File: src/hw/lpm_pkg.sv
// constants and types for the low power mode controller
package lpm_pkg;
   // vector addresses, high byte at even address
   localparam logic [15:0] VEC_TIMEBASE   = 16'hffdc;
   localparam logic [15:0] VEC_ADC        = 16'hffde;
   localparam logic [15:0] VEC_KEYBOARD   = 16'hffe0;
   localparam logic [15:0] VEC_SCI_TX     = 16'hffe2;
   localparam logic [15:0] VEC_SCI_RX     = 16'hffe4;
   localparam logic [15:0] VEC_SCI_ERR    = 16'hffe6;
   localparam logic [15:0] VEC_SPI_TX     = 16'hffe8;
   localparam logic [15:0] VEC_SPI_RX     = 16'hffea;
   localparam logic [15:0] VEC_SECOND_TIMER_OVF   = 16'hffec;
   localparam logic [15:0] VEC_RESERVED   = 16'hffee;
   localparam logic [15:0] VEC_SECOND_TIMER_CH0   = 16'hfff0;
   localparam logic [15:0] VEC_FIRST_TIMER_OVF   = 16'hfff2;
   localparam logic [15:0] VEC_FIRST_TIMER_CH1   = 16'hfff4;
   localparam logic [15:0] VEC_FIRST_TIMER_CH0   = 16'hfff6;
   localparam logic [15:0] VEC_PLL        = 16'hfff8;
   localparam logic [15:0] VEC_IRQ        = 16'hfffa;
   localparam logic [15:0] VEC_SWI        = 16'hfffc;
   localparam logic [15:0] VEC_RESET      = 16'hfffe;
   localparam int          NUM_SRC        = 16;
   localparam int          RESERVED_SRC   = 7;
   // apb register byte offsets
   localparam logic [7:0]  OFF_CONFIG     = 8'h00;
   localparam logic [7:0]  OFF_PLL_CTRL   = 8'h04;
   localparam logic [7:0]  OFF_STATUS     = 8'h08;
   localparam logic [7:0]  OFF_IRQ_ONE    = 8'h0c;
   localparam logic [7:0]  OFF_IRQ_TWO    = 8'h10;
   localparam logic [7:0]  OFF_IRQ_THREE  = 8'h14;
   localparam logic [7:0]  OFF_VECTOR     = 8'h18;
   localparam logic [7:0]  OFF_COMMAND    = 8'h1c;
   // config fields
   localparam int          CFG_STOP_EN    = 0;
   localparam int          CFG_OSC_RUN    = 1;
   localparam int          CFG_LVI_OFF    = 2;
   localparam int          CFG_TBM_OFF    = 3;
   localparam logic [3:0]  CONFIG_RESET   = 4'h0;
   // pll control fields
   localparam int          PLL_SEL        = 0;
   localparam int          PLL_PWR        = 1;
   localparam logic [1:0]  PLL_RESET      = 2'h2;
   // command fields
   localparam int          CMD_BW_CLEAR   = 0;
   localparam int          CMD_COP_CLEAR  = 1;
   // oscillator stabilisation delay
   localparam int          OSC_STAB_NS    = 163840;
   localparam int          CLK_NS         = 40;
   localparam int          OSC_STAB_CYC   = (OSC_STAB_NS + CLK_NS - 1) / CLK_NS;
   // power modes
   typedef enum logic [3:0] {
      LPM_RUN    = 4'b0001,
      LPM_WAIT   = 4'b0010,
      LPM_STOP   = 4'b0100,
      LPM_SETTLE = 4'b1000
   } lpm_state_t;
endpackage

File: src/hw/lpm_vector.sv
// fixed priority vector selector over the pending sources
`timescale 1ns/10ps
module lpm_vector (
   input  wire logic [16:1] pending,
   input  wire logic        swi_req,
   output logic             any_pending,
   output logic [15:0]      vector
);
   // address table, index is flag number
   function automatic logic [15:0] vec_of(input int idx);
      logic [15:0] v;
      v = 16'hfffe - 16'(2 * (idx + 1));
      return v;
   endfunction

   // lowest flag number wins, swi above all sources
   always_comb begin
      vector      = lpm_pkg::VEC_RESET;
      any_pending = 1'b0;
      for (int i = lpm_pkg::NUM_SRC; i >= 1; i--) begin
         if (pending[i] && i != lpm_pkg::RESERVED_SRC) begin
            vector      = vec_of(i);
            any_pending = 1'b1;
         end
      end
      if (swi_req) begin
         vector      = lpm_pkg::VEC_SWI;
         any_pending = 1'b1;
      end
   end
endmodule

File: src/hw/lpm_settle.sv
// oscillator stabilisation counter after stop exit
`timescale 1ns/10ps
module lpm_settle #(
   parameter int STAB_CYCLES = lpm_pkg::OSC_STAB_CYC
) (
   input  wire logic clock,
   input  wire logic rst_n,
   input  wire logic start,
   output logic      done
);
   logic [17:0] count;
   logic [17:0] next_count;

   // load on start, count down to zero
   always_comb begin
      next_count = count;
      if (start)
         next_count = 18'(STAB_CYCLES);
      else if (count != 18'h0)
         next_count = count - 18'h1;
   end

   always_ff @(posedge clock or negedge rst_n) begin
      if (!rst_n)
         count <= 18'h0;
      else
         count <= next_count;
   end

   assign done = (count == 18'h1);
endmodule

File: src/hw/lpm_control.sv
// low power mode controller with apb registers
// Notes on behaviour
// - vectors: high byte at even address, priority rises with address, adc at ffde
// - sci transmit ffe2, receive ffe4, error ffe6
// - spi transmit ffe8, receive ffea
// - second timer overflow ffec, channel 0 fff0, ffee reserved
// - first timer fff2..fff6, pll fff8, irq fffa
// - wait stops cpu clock, bus clock keeps running
// - config bits switch off low voltage inhibit and timebase in wait
// - stop halts cpu clock, and bus clock unless oscillator runs
// - adc runs in wait, its interrupt wakes from wait
// - stop aborts adc conversion, resumes after interrupt exit
// - break stays active in wait, sets break during wait flag
// - break inactive in stop, but break interrupt wakes and sets flag
// - wait clears interrupt mask; stays clear on interrupt exit, set on reset
// - stop clears mask; stays clear on external exit, set on reset
// - cpu clock held off for stabilisation delay after stop exit
// - clock generator active in wait; pll select and power software controlled
// - stop without oscillator run disables oscillator, pll and holds outputs low
// - stop clears pll select, crystal clock then drives core clock
// - stop with oscillator run shuts pll, keeps oscillator
// - stop removes crystal clock from watchdog and clears prescaler
// - stop instruction executes only with stop enable set
// - pending flags 1..16 readable over three status registers, reserved flag 7 always reads zero, reset zero
//
// Implementation choices: the address map and register access over APB.
`timescale 1ns/10ps
module lpm_control #(
   parameter int STAB_CYCLES = lpm_pkg::OSC_STAB_CYC
) (
   input  wire logic        clock,
   input  wire logic        resetn,
   input  wire logic        psel,
   input  wire logic        penable,
   input  wire logic        pwrite,
   input  wire logic [7:0]  paddr,
   input  wire logic [31:0] pwdata,
   output logic             pready,
   output logic [31:0]      prdata,
   output logic             pslverr,
   input  wire logic        wait_instr,
   input  wire logic        stop_instr,
   input  wire logic        swi_req,
   input  wire logic [16:1] irq_source,
   input  wire logic        break_irq,
   input  wire logic        ext_irq,
   input  wire logic        vector_taken,
   output logic             cpu_clock_en,
   output logic             bus_clock_en,
   output logic             osc_enable,
   output logic             pll_enable,
   output logic             crystal_clock_en,
   output logic             core_clock_en,
   output logic             clockgen_int_en,
   output logic             core_from_vco,
   output logic             adc_enable,
   output logic             adc_abort,
   output logic             watchdog_clock_en,
   output logic             watchdog_prescaler_clear,
   output logic             watchdog_counter_clear,
   output logic             lvi_enable,
   output logic             timebase_enable,
   output logic             break_enable,
   output logic             interrupt_mask,
   output logic             break_during_wait_flag,
   output logic             wake_pulse,
   output logic [15:0]      vector
);
   logic                    sync1;
   logic                    rst_n;
   logic                    any_pending;
   logic [15:0]             vec_sel;
   logic                    settle_done;
   lpm_pkg::lpm_state_t     state;
   lpm_pkg::lpm_state_t     next_state;
   logic [3:0]              config_bits;
   logic [3:0]              next_config_bits;
   logic [1:0]              pll_ctrl;
   logic [1:0]              next_pll_ctrl;
   logic                    next_mask;
   logic                    next_bw;
   logic                    next_abort;
   logic                    next_presc_clr;
   logic                    next_cop_clr;
   logic                    next_wake;
   logic [15:0]             next_vector;
   logic [31:0]             next_prdata;
   logic [16:1]             pending;
   logic                    wr;
   logic                    rd;
   logic                    wake_wait;
   logic                    wake_stop;
   logic                    stop_ok;
   logic                    settle_start;

   // reset release through two flops
   always_ff @(posedge clock or negedge resetn) begin
      if (!resetn) begin
         sync1 <= 1'b0;
         rst_n <= 1'b0;
      end else begin
         sync1 <= 1'b1;
         rst_n <= sync1;
      end
   end

   assign pending = irq_source & ~(16'h1 << (lpm_pkg::RESERVED_SRC - 1));

   lpm_vector u_vector (
      .pending     (pending),
      .swi_req     (swi_req),
      .any_pending (any_pending),
      .vector      (vec_sel)
   );

   lpm_settle #(
      .STAB_CYCLES (STAB_CYCLES)
   ) u_settle (
      .clock (clock),
      .rst_n (rst_n),
      .start (settle_start),
      .done  (settle_done)
   );

   // apb strobes, zero wait state
   assign wr      = psel && penable && pwrite;
   assign rd      = psel && !penable && !pwrite;
   assign pready  = 1'b1;
   assign pslverr = 1'b0;

   // wake conditions per mode
   assign wake_wait = any_pending || break_irq || ext_irq;
   assign wake_stop = ext_irq || break_irq || pending[1];
   assign stop_ok   = stop_instr && config_bits[lpm_pkg::CFG_STOP_EN];
   assign settle_start = (state == lpm_pkg::LPM_STOP) && wake_stop;

   // mode sequencing and side effects
   always_comb begin
      next_state       = state;
      next_config_bits = config_bits;
      next_pll_ctrl    = pll_ctrl;
      next_mask        = interrupt_mask;
      next_bw          = break_during_wait_flag;
      next_abort       = 1'b0;
      next_presc_clr   = 1'b0;
      next_cop_clr     = 1'b0;
      next_wake        = 1'b0;
      next_vector      = vector;
      if (wr && paddr == lpm_pkg::OFF_CONFIG)
         next_config_bits = pwdata[3:0];
      if (wr && paddr == lpm_pkg::OFF_PLL_CTRL)
         next_pll_ctrl = pwdata[1:0];
      if (wr && paddr == lpm_pkg::OFF_COMMAND) begin
         if (pwdata[lpm_pkg::CMD_BW_CLEAR])
            next_bw = 1'b0;
         next_cop_clr = pwdata[lpm_pkg::CMD_COP_CLEAR];
      end
      if (vector_taken)
         next_mask = 1'b1;
      unique case (state)
         lpm_pkg::LPM_RUN: begin
            if (stop_ok) begin
               next_state     = lpm_pkg::LPM_STOP;
               next_mask      = 1'b0;
               next_abort     = 1'b1;
               next_presc_clr = 1'b1;
               next_pll_ctrl[lpm_pkg::PLL_SEL] = 1'b0;
            end else if (wait_instr) begin
               next_state = lpm_pkg::LPM_WAIT;
               next_mask  = 1'b0;
            end
         end
         lpm_pkg::LPM_WAIT: begin
            if (wake_wait) begin
               next_state  = lpm_pkg::LPM_RUN;
               next_wake   = 1'b1;
               next_vector = break_irq ? lpm_pkg::VEC_SWI : vec_sel;
               if (break_irq)
                  next_bw = 1'b1;
            end
         end
         lpm_pkg::LPM_STOP: begin
            if (wake_stop) begin
               next_state  = lpm_pkg::LPM_SETTLE;
               next_vector = break_irq ? lpm_pkg::VEC_SWI : lpm_pkg::VEC_IRQ;
               if (break_irq)
                  next_bw = 1'b1;
            end
         end
         lpm_pkg::LPM_SETTLE: begin
            if (settle_done) begin
               next_state = lpm_pkg::LPM_RUN;
               next_wake  = 1'b1;
            end
         end
      endcase
   end

   always_ff @(posedge clock or negedge rst_n) begin
      if (!rst_n) begin
         state                    <= lpm_pkg::LPM_RUN;
         config_bits              <= lpm_pkg::CONFIG_RESET;
         pll_ctrl                 <= lpm_pkg::PLL_RESET;
         interrupt_mask           <= 1'b1;
         break_during_wait_flag   <= 1'b0;
         adc_abort                <= 1'b0;
         watchdog_prescaler_clear <= 1'b0;
         watchdog_counter_clear   <= 1'b0;
         wake_pulse               <= 1'b0;
         vector                   <= lpm_pkg::VEC_RESET;
      end else begin
         state                    <= next_state;
         config_bits              <= next_config_bits;
         pll_ctrl                 <= next_pll_ctrl;
         interrupt_mask           <= next_mask;
         break_during_wait_flag   <= next_bw;
         adc_abort                <= next_abort;
         watchdog_prescaler_clear <= next_presc_clr;
         watchdog_counter_clear   <= next_cop_clr;
         wake_pulse               <= next_wake;
         vector                   <= next_vector;
      end
   end

   // clock and module enables from mode
   always_comb begin
      logic in_stop;
      logic osc_run;
      in_stop = (state == lpm_pkg::LPM_STOP) || (state == lpm_pkg::LPM_SETTLE);
      osc_run = config_bits[lpm_pkg::CFG_OSC_RUN];
      cpu_clock_en      = (state == lpm_pkg::LPM_RUN);
      bus_clock_en      = !in_stop || osc_run;
      osc_enable        = !in_stop || osc_run || state == lpm_pkg::LPM_SETTLE;
      pll_enable        = pll_ctrl[lpm_pkg::PLL_PWR] && !in_stop;
      crystal_clock_en  = osc_enable;
      core_clock_en     = !in_stop;
      clockgen_int_en   = !in_stop;
      core_from_vco     = pll_ctrl[lpm_pkg::PLL_SEL] && pll_enable;
      adc_enable        = !in_stop;
      watchdog_clock_en = !in_stop;
      lvi_enable        = !(state == lpm_pkg::LPM_WAIT && config_bits[lpm_pkg::CFG_LVI_OFF]);
      timebase_enable   = !(state == lpm_pkg::LPM_WAIT && config_bits[lpm_pkg::CFG_TBM_OFF])
                          && (!in_stop || osc_run);
      break_enable      = !in_stop;
   end

   // register read mux
   always_comb begin
      next_prdata = prdata;
      if (rd) begin
         unique case (paddr)
            lpm_pkg::OFF_CONFIG:    next_prdata = {28'h0, config_bits};
            lpm_pkg::OFF_PLL_CTRL:  next_prdata = {30'h0, pll_ctrl};
            lpm_pkg::OFF_STATUS:    next_prdata = {23'h0, break_during_wait_flag,
                                                   interrupt_mask, 3'h0, state};
            lpm_pkg::OFF_IRQ_ONE:   next_prdata = {24'h0, pending[6:1], 2'h0};
            lpm_pkg::OFF_IRQ_TWO:   next_prdata = {24'h0, pending[14:7]};
            lpm_pkg::OFF_IRQ_THREE: next_prdata = {30'h0, pending[16:15]};
            lpm_pkg::OFF_VECTOR:    next_prdata = {16'h0, vector};
            default:                next_prdata = 32'h0;
         endcase
      end
   end

   always_ff @(posedge clock or negedge rst_n) begin
      if (!rst_n)
         prdata <= 32'h0;
      else
         prdata <= next_prdata;
   end
endmodule

File: config.mk
export PLATFORM = sky130hd
export DESIGN_NAME = lpm_control
export DESIGN_NICKNAME = d
export VERILOG_FILES = /design/src/hw/lpm_pkg.sv /design/src/hw/lpm_vector.sv /design/src/hw/lpm_settle.sv /design/src/hw/lpm_control.sv
export SDC_FILE = /design/constraint.sdc
export NUM_CORES = 1
export LEC_CHECK = 0
export ABC_AREA = 1
export BUFFER_PORTS_ARGS = -buffer_cell sky130_fd_sc_hd__buf_2
export CORE_ASPECT_RATIO = 0.6
export CORE_MARGIN = 2
export CORE_UTILIZATION = 56
export DETAILED_ROUTE_END_ITERATION = 8
export GPL_TIMING_DRIVEN = 0
export PLACE_DENSITY = 0.87
export SYNTH_ARGS = -nofsm -noshare
export SYNTH_HDL_FRONTEND = slang
export SYNTH_HIERARCHICAL = 1
export SYNTH_SLANG_ARGS = --single-unit
File: constraint.sdc
create_clock -name clock -period 4.4 [get_ports clock]
set_input_delay 1.1 -clock clock [delete_from_list [all_inputs] [get_ports clock]]
set_output_delay 1.1 -clock clock [all_outputs]
set_load 0.05 [all_outputs]
# After elaboration in Yosys (flattened, before gate mapping)
# Index checks and enable logic that the tools add are counted.
# totals
register_bits	83
input_bits	67
out_inout_bits	69
# classes
add_sub_neg	1
eq_ne	16
muxes	65
n_reduce_logical	32
# ops
operator	n
$mux 16	18
$pmux 16 s7	1
$mux 18	2
$mux 1	33
$eq 8x5->1 const B	4
$pmux 16 s2	1
$mux 4	5
$eq 18x1->1 const B	1
$reduce_bool 18->1	1
$sub 18x1->18 const B	1
$eq 8x4->1 const B	2
$pmux 4 s4	1
$logic_and 1x1->1	14
$eq 8x3->1 const B	1
$logic_not 8->1	1
$logic_or 1x1->1	7
$mux 6	1
$ne 2x2->1 const B	3
$logic_not 1->1	5
$eq 4x1->1 const B	1
$eq 4x2->1 const B	1
$eq 4x3->1 const B	1
$eq 4x4->1 const B	1
$pmux 1 s2	2
other kinds (5)	6

# Depth between registers and ports, before layout
# logic_depth
ltp_word	20
depth_mapped	16

# Hierarchy
# Netlist, hierarchy kept.
# by_module_without_submodules
mod	n_inst	cells_each	area_per_inst_um2	seq_area_each_um2
lpm_control	1	349	2718.9	1248.7
lpm_settle	1	165	1134.8	450.4
lpm_vector	1	65	302.8	0.0

# Worst setup path after synthesis
# Ideal clock, no wire load.
# synth_timing
kind	flip-flop to output port
startpoint	reg state[0]
endpoint	out timebase_enable
arrival_ps	2057
t_required_ps	3300
path_slack_ps	1243
stages_incl_launch_ff	7
cell_sequence	dfstp_2 -> nor2_2 -> nand3_4 -> nand2_1 -> inv_1 -> nor2_1 -> a21oi_1
# synth_via
elab_chain_len	5
elab_cells_between_ends	9
classes_between	eq/ne: 3; reduce/logical: 6
# synth_rtl
element	line_no	rtl
start, declared	lpm_control.sv:74	lpm_pkg::lpm_state_t state;
start signal, assigned	lpm_control.sv:201	state <= lpm_pkg::LPM_RUN;
start signal, assigned	lpm_control.sv:212	state <= next_state;
$eq 4x3->1 / $eq 4x4->1 (equally long branches)	lpm_control.sv:229	in_stop = (state == lpm_pkg::LPM_STOP) || (state == lpm_pkg::LPM_SETTLE);
$logic_or 1x1->1 (*)	lpm_control.sv:229	
$logic_not 1->1 (*)	--	
via adc_enable	lpm_control.sv:56	output logic adc_enable,
$logic_or 1x1->1 (*)	lpm_control.sv:243	&& (!in_stop || osc_run);
$logic_and 1x1->1 (*)	lpm_control.sv:243	
end, declared	lpm_control.sv:62	output logic timebase_enable,
# Mark *: on every way through the listed nets, which the timed path passes. The rest lies on a longest branch.

# Final worst setup path
# layout_timing
startpoint	reg state[0]
endpoint	out timebase_enable
# layout_via
elab_chain_len	5
elab_cells_between_ends	9
classes_between	eq/ne: 3; reduce/logical: 6
# layout_rtl
element	line_no
$eq 4x3->1 / $eq 4x4->1 (equally long branches)	lpm_control.sv:229
$logic_or 1x1->1	lpm_control.sv:229
$logic_not 1->1	lpm_control.sv:243
$logic_or 1x1->1	lpm_control.sv:243
$logic_and 1x1->1 (*)	lpm_control.sv:243
# Every way passes the cells marked *; elsewhere a longest branch is shown, timed or not.

==> out/metrics.yaml <==
cts_sinks: 67
slew_viol_final: 0
start_kind: "flip-flop"
yosysTopAreaCell: "dfrtp_1"
syn-instance-count: 579
r2r_end: "u_settle/count[0]"
cts_root_buf: "clkbuf_16"
ant_nets: 0
core_area_sq_mm: 0.007237
drive_above_1_share_pct: 29.20
tightest_slew_ns: 0.8348
clkLatencyLatePin_ns: 0.34
timing.slew.headroom_pct: 44.35
drc: 0
cap_violations: 0
grt_pass1_vias: 3625
cts_max_level: 3
row_count: 24
fin_crit_sh_pct: 66.99
cts_tree: "built"
p_per_area_mw_per_mm2: 534.7
first_iter_violations: 365
netlist_top_cells_count: "171 x nand2_1, 80 x nor2_1, 66 x inv_1"
synth_most_common_cell: "nand2_1"
r2r_setup_slack_ns: 2.24
clockBufferDepth: 2
rsz0062_at_grt: "no"
synthArstFlopShare_pct: 100.0
totalWireLength_um: 10740
grt_max_degree: 66
hp-start: "sync1"
yosysTopAreaCellShare_pct: 29.50
antenna_found_initial: 0
fmax_mhz: 339.3
ys_seq_area_share_pct: 40.88
netlist_top_cells_area: "dfrtp_1 30%, nand2_1 15%, dfstp_2 11%, nand3_1 7.6%, nor2_1 7.2%"
crit_start: "state[0]"
dieArea_sq_mm: 0.008150
setup_ws_ns: 1.453
via_count: 4092
fin_crit_ns: 2.947
ys.flop_type: "dfrtp_1"
setup-tns-final_ns: 0
grt_pass1_wl_um: 17080
ys_types: 35
r2r-start: "state[1]"
post_cts_resized: 0
wl_per_cell_um: 13.21
cp_data_arrival_time_ns: 1.85
post-cts-setup-buffer-count: 0
hold_path_depth: 0
reg2regPathDepth: 7
hold_viol: 0
place_ws_ns: 1.559
via_per_inst: 5.033
met2_usage_pct: 40.72
ir_drop_v: 0.0004565
firstDrtPassIters: 5
num-nets-final: 773
yosys_warnings: 6
diodes: 0
die_w_um: 115.2
outcome: "completed"
fin_skew_ns: 0.003522
syn_area_sq_mm: 0.004156
grt.busiest_layer: "met2"
synth-edff-count: 0
cts.clk_slew.worst_paths_ns: 0.06
critPathKind: "flip-flop to output pin"
cp.required_ns: 3.30
nFillCells: 581
place.gp.congestion: 0.9843
initial_core_util_pct: 57.43
p_leak_nw: 2.840
hold_class: "flip-flop to flip-flop"
dp_hpwl_um: 8194
io_buffers: 88
cts_buffers: 9
hold_buffers: 0
syn_to_final_growth_pct: 24.50
cp-end-kind: "output pin"
hold_path_end: "rst_n"
ys_ff_latch: 67
finalSetupViolCount: 0
grt_overflow: 0
synth_area_per_cell_sq_um: 7.179
grt_usage_pct: 27.19
io_pins: 136
use_met3_pct: 7.883
dieHeight_um: 70.74
grt.met1_usage_pct: 38.63
cp_max_fo: 10
metal layers:
layer,wire (um),part of all wire (%)
met4,128,1.2
met5,0,0
met3,861,8.0
met2,4779,45
met1,4969,46
how the worst max path moves through the flow:
| stage | endpoint | slack [ns] | depth (start not counted) |
|---|---|---|---|
| final | timebase_enable | 1.45 | 7 |
| after global routing | timebase_enable | 1.34 | 7 |
| after CTS | timebase_enable | 1.44 | 7 |
| after global placement | vector[0] | 1.63 | 13 |
| after detailed placement | vector[9] | 1.56 | 13 |
| after floorplan | timebase_enable | 1.24 | 6 |
cell type report:
class                   instances  area [sq um]  area share (%)
multi-input cells             425          1967           38.01
flip-flops and latches         67          1703           32.91
repair buffers                 88         440.4           8.511
plain buffers                  43         325.3           6.286
inverters                      70         262.8           5.077
clock buffers                   9         225.2           4.352
well taps                     104         130.1           2.515
clock inverters                 7         121.4           2.345
through the flow:
stage	area [sq um]	power, mW	util (%)	hold WS (ns)	cells
floorplan	4254	1.699	-	0.3312	605
detailed placement	4828	1.931	66.72	0.3393	797
finish	5175	2.767	71.51	0.3536	813
global placement	4825	1.903	66.67	0.3344	797
global route	5175	2.902	71.51	0.3651	813
CTS	5175	2.779	71.51	0.3529	813
placed cells by master, fill, tap and decap left out, drive strengths merged:
master and instances:
nand3b 2, bufinv 3, conb 30, clkbuf 11
nand3 65, a21oi 5, nand4 8, clkinv 2
dfrtp 49, nor4 1, o21ai 30, a211oi 1
o22ai 1, dfstp 18, inv 72, nor2 91
buf 129, nand2 177, nor3 4, ha 2
or2 3, a31o 1, o21bai 4
report_power, final:
part           internal (mW)  switching, mW
logic                  0.283          0.696
registers              0.809          0.137
clock network          0.558          0.284
total                   1.65           1.12
critical path, cell delays in order, from the launching register on:
cell and delay [ns]:
dfstp_2 0.56, nor2_2 0.06, nand3_4 0.13, nand2_1 0.13
inv_1 0.17, nor2_1 0.08, a21oi_1 0.11, buf_2 0.27
flip-flops by register name (all words and copies together), names as in the netlist, 2 cells and up:
signal	count
state	4
vector	16
pll_ctrl	2
config_bits	4
u_settle/count	18
prdata	16
logic make-up (layout without fill, tap and decap cells):
family,after synthesis,in the layout,synth area share [%]
flip-flops,67,67,40.88
AND/OR/NAND/NOR,351,351,37.00
AO/OA/AOI/OAI,42,42,7.014
adder cells (fa/ha/maj),2,2,0.6020
buffers and inverters,113,217,14.15
other,4,30,0.3611
(Power assumes the default switching activity.)
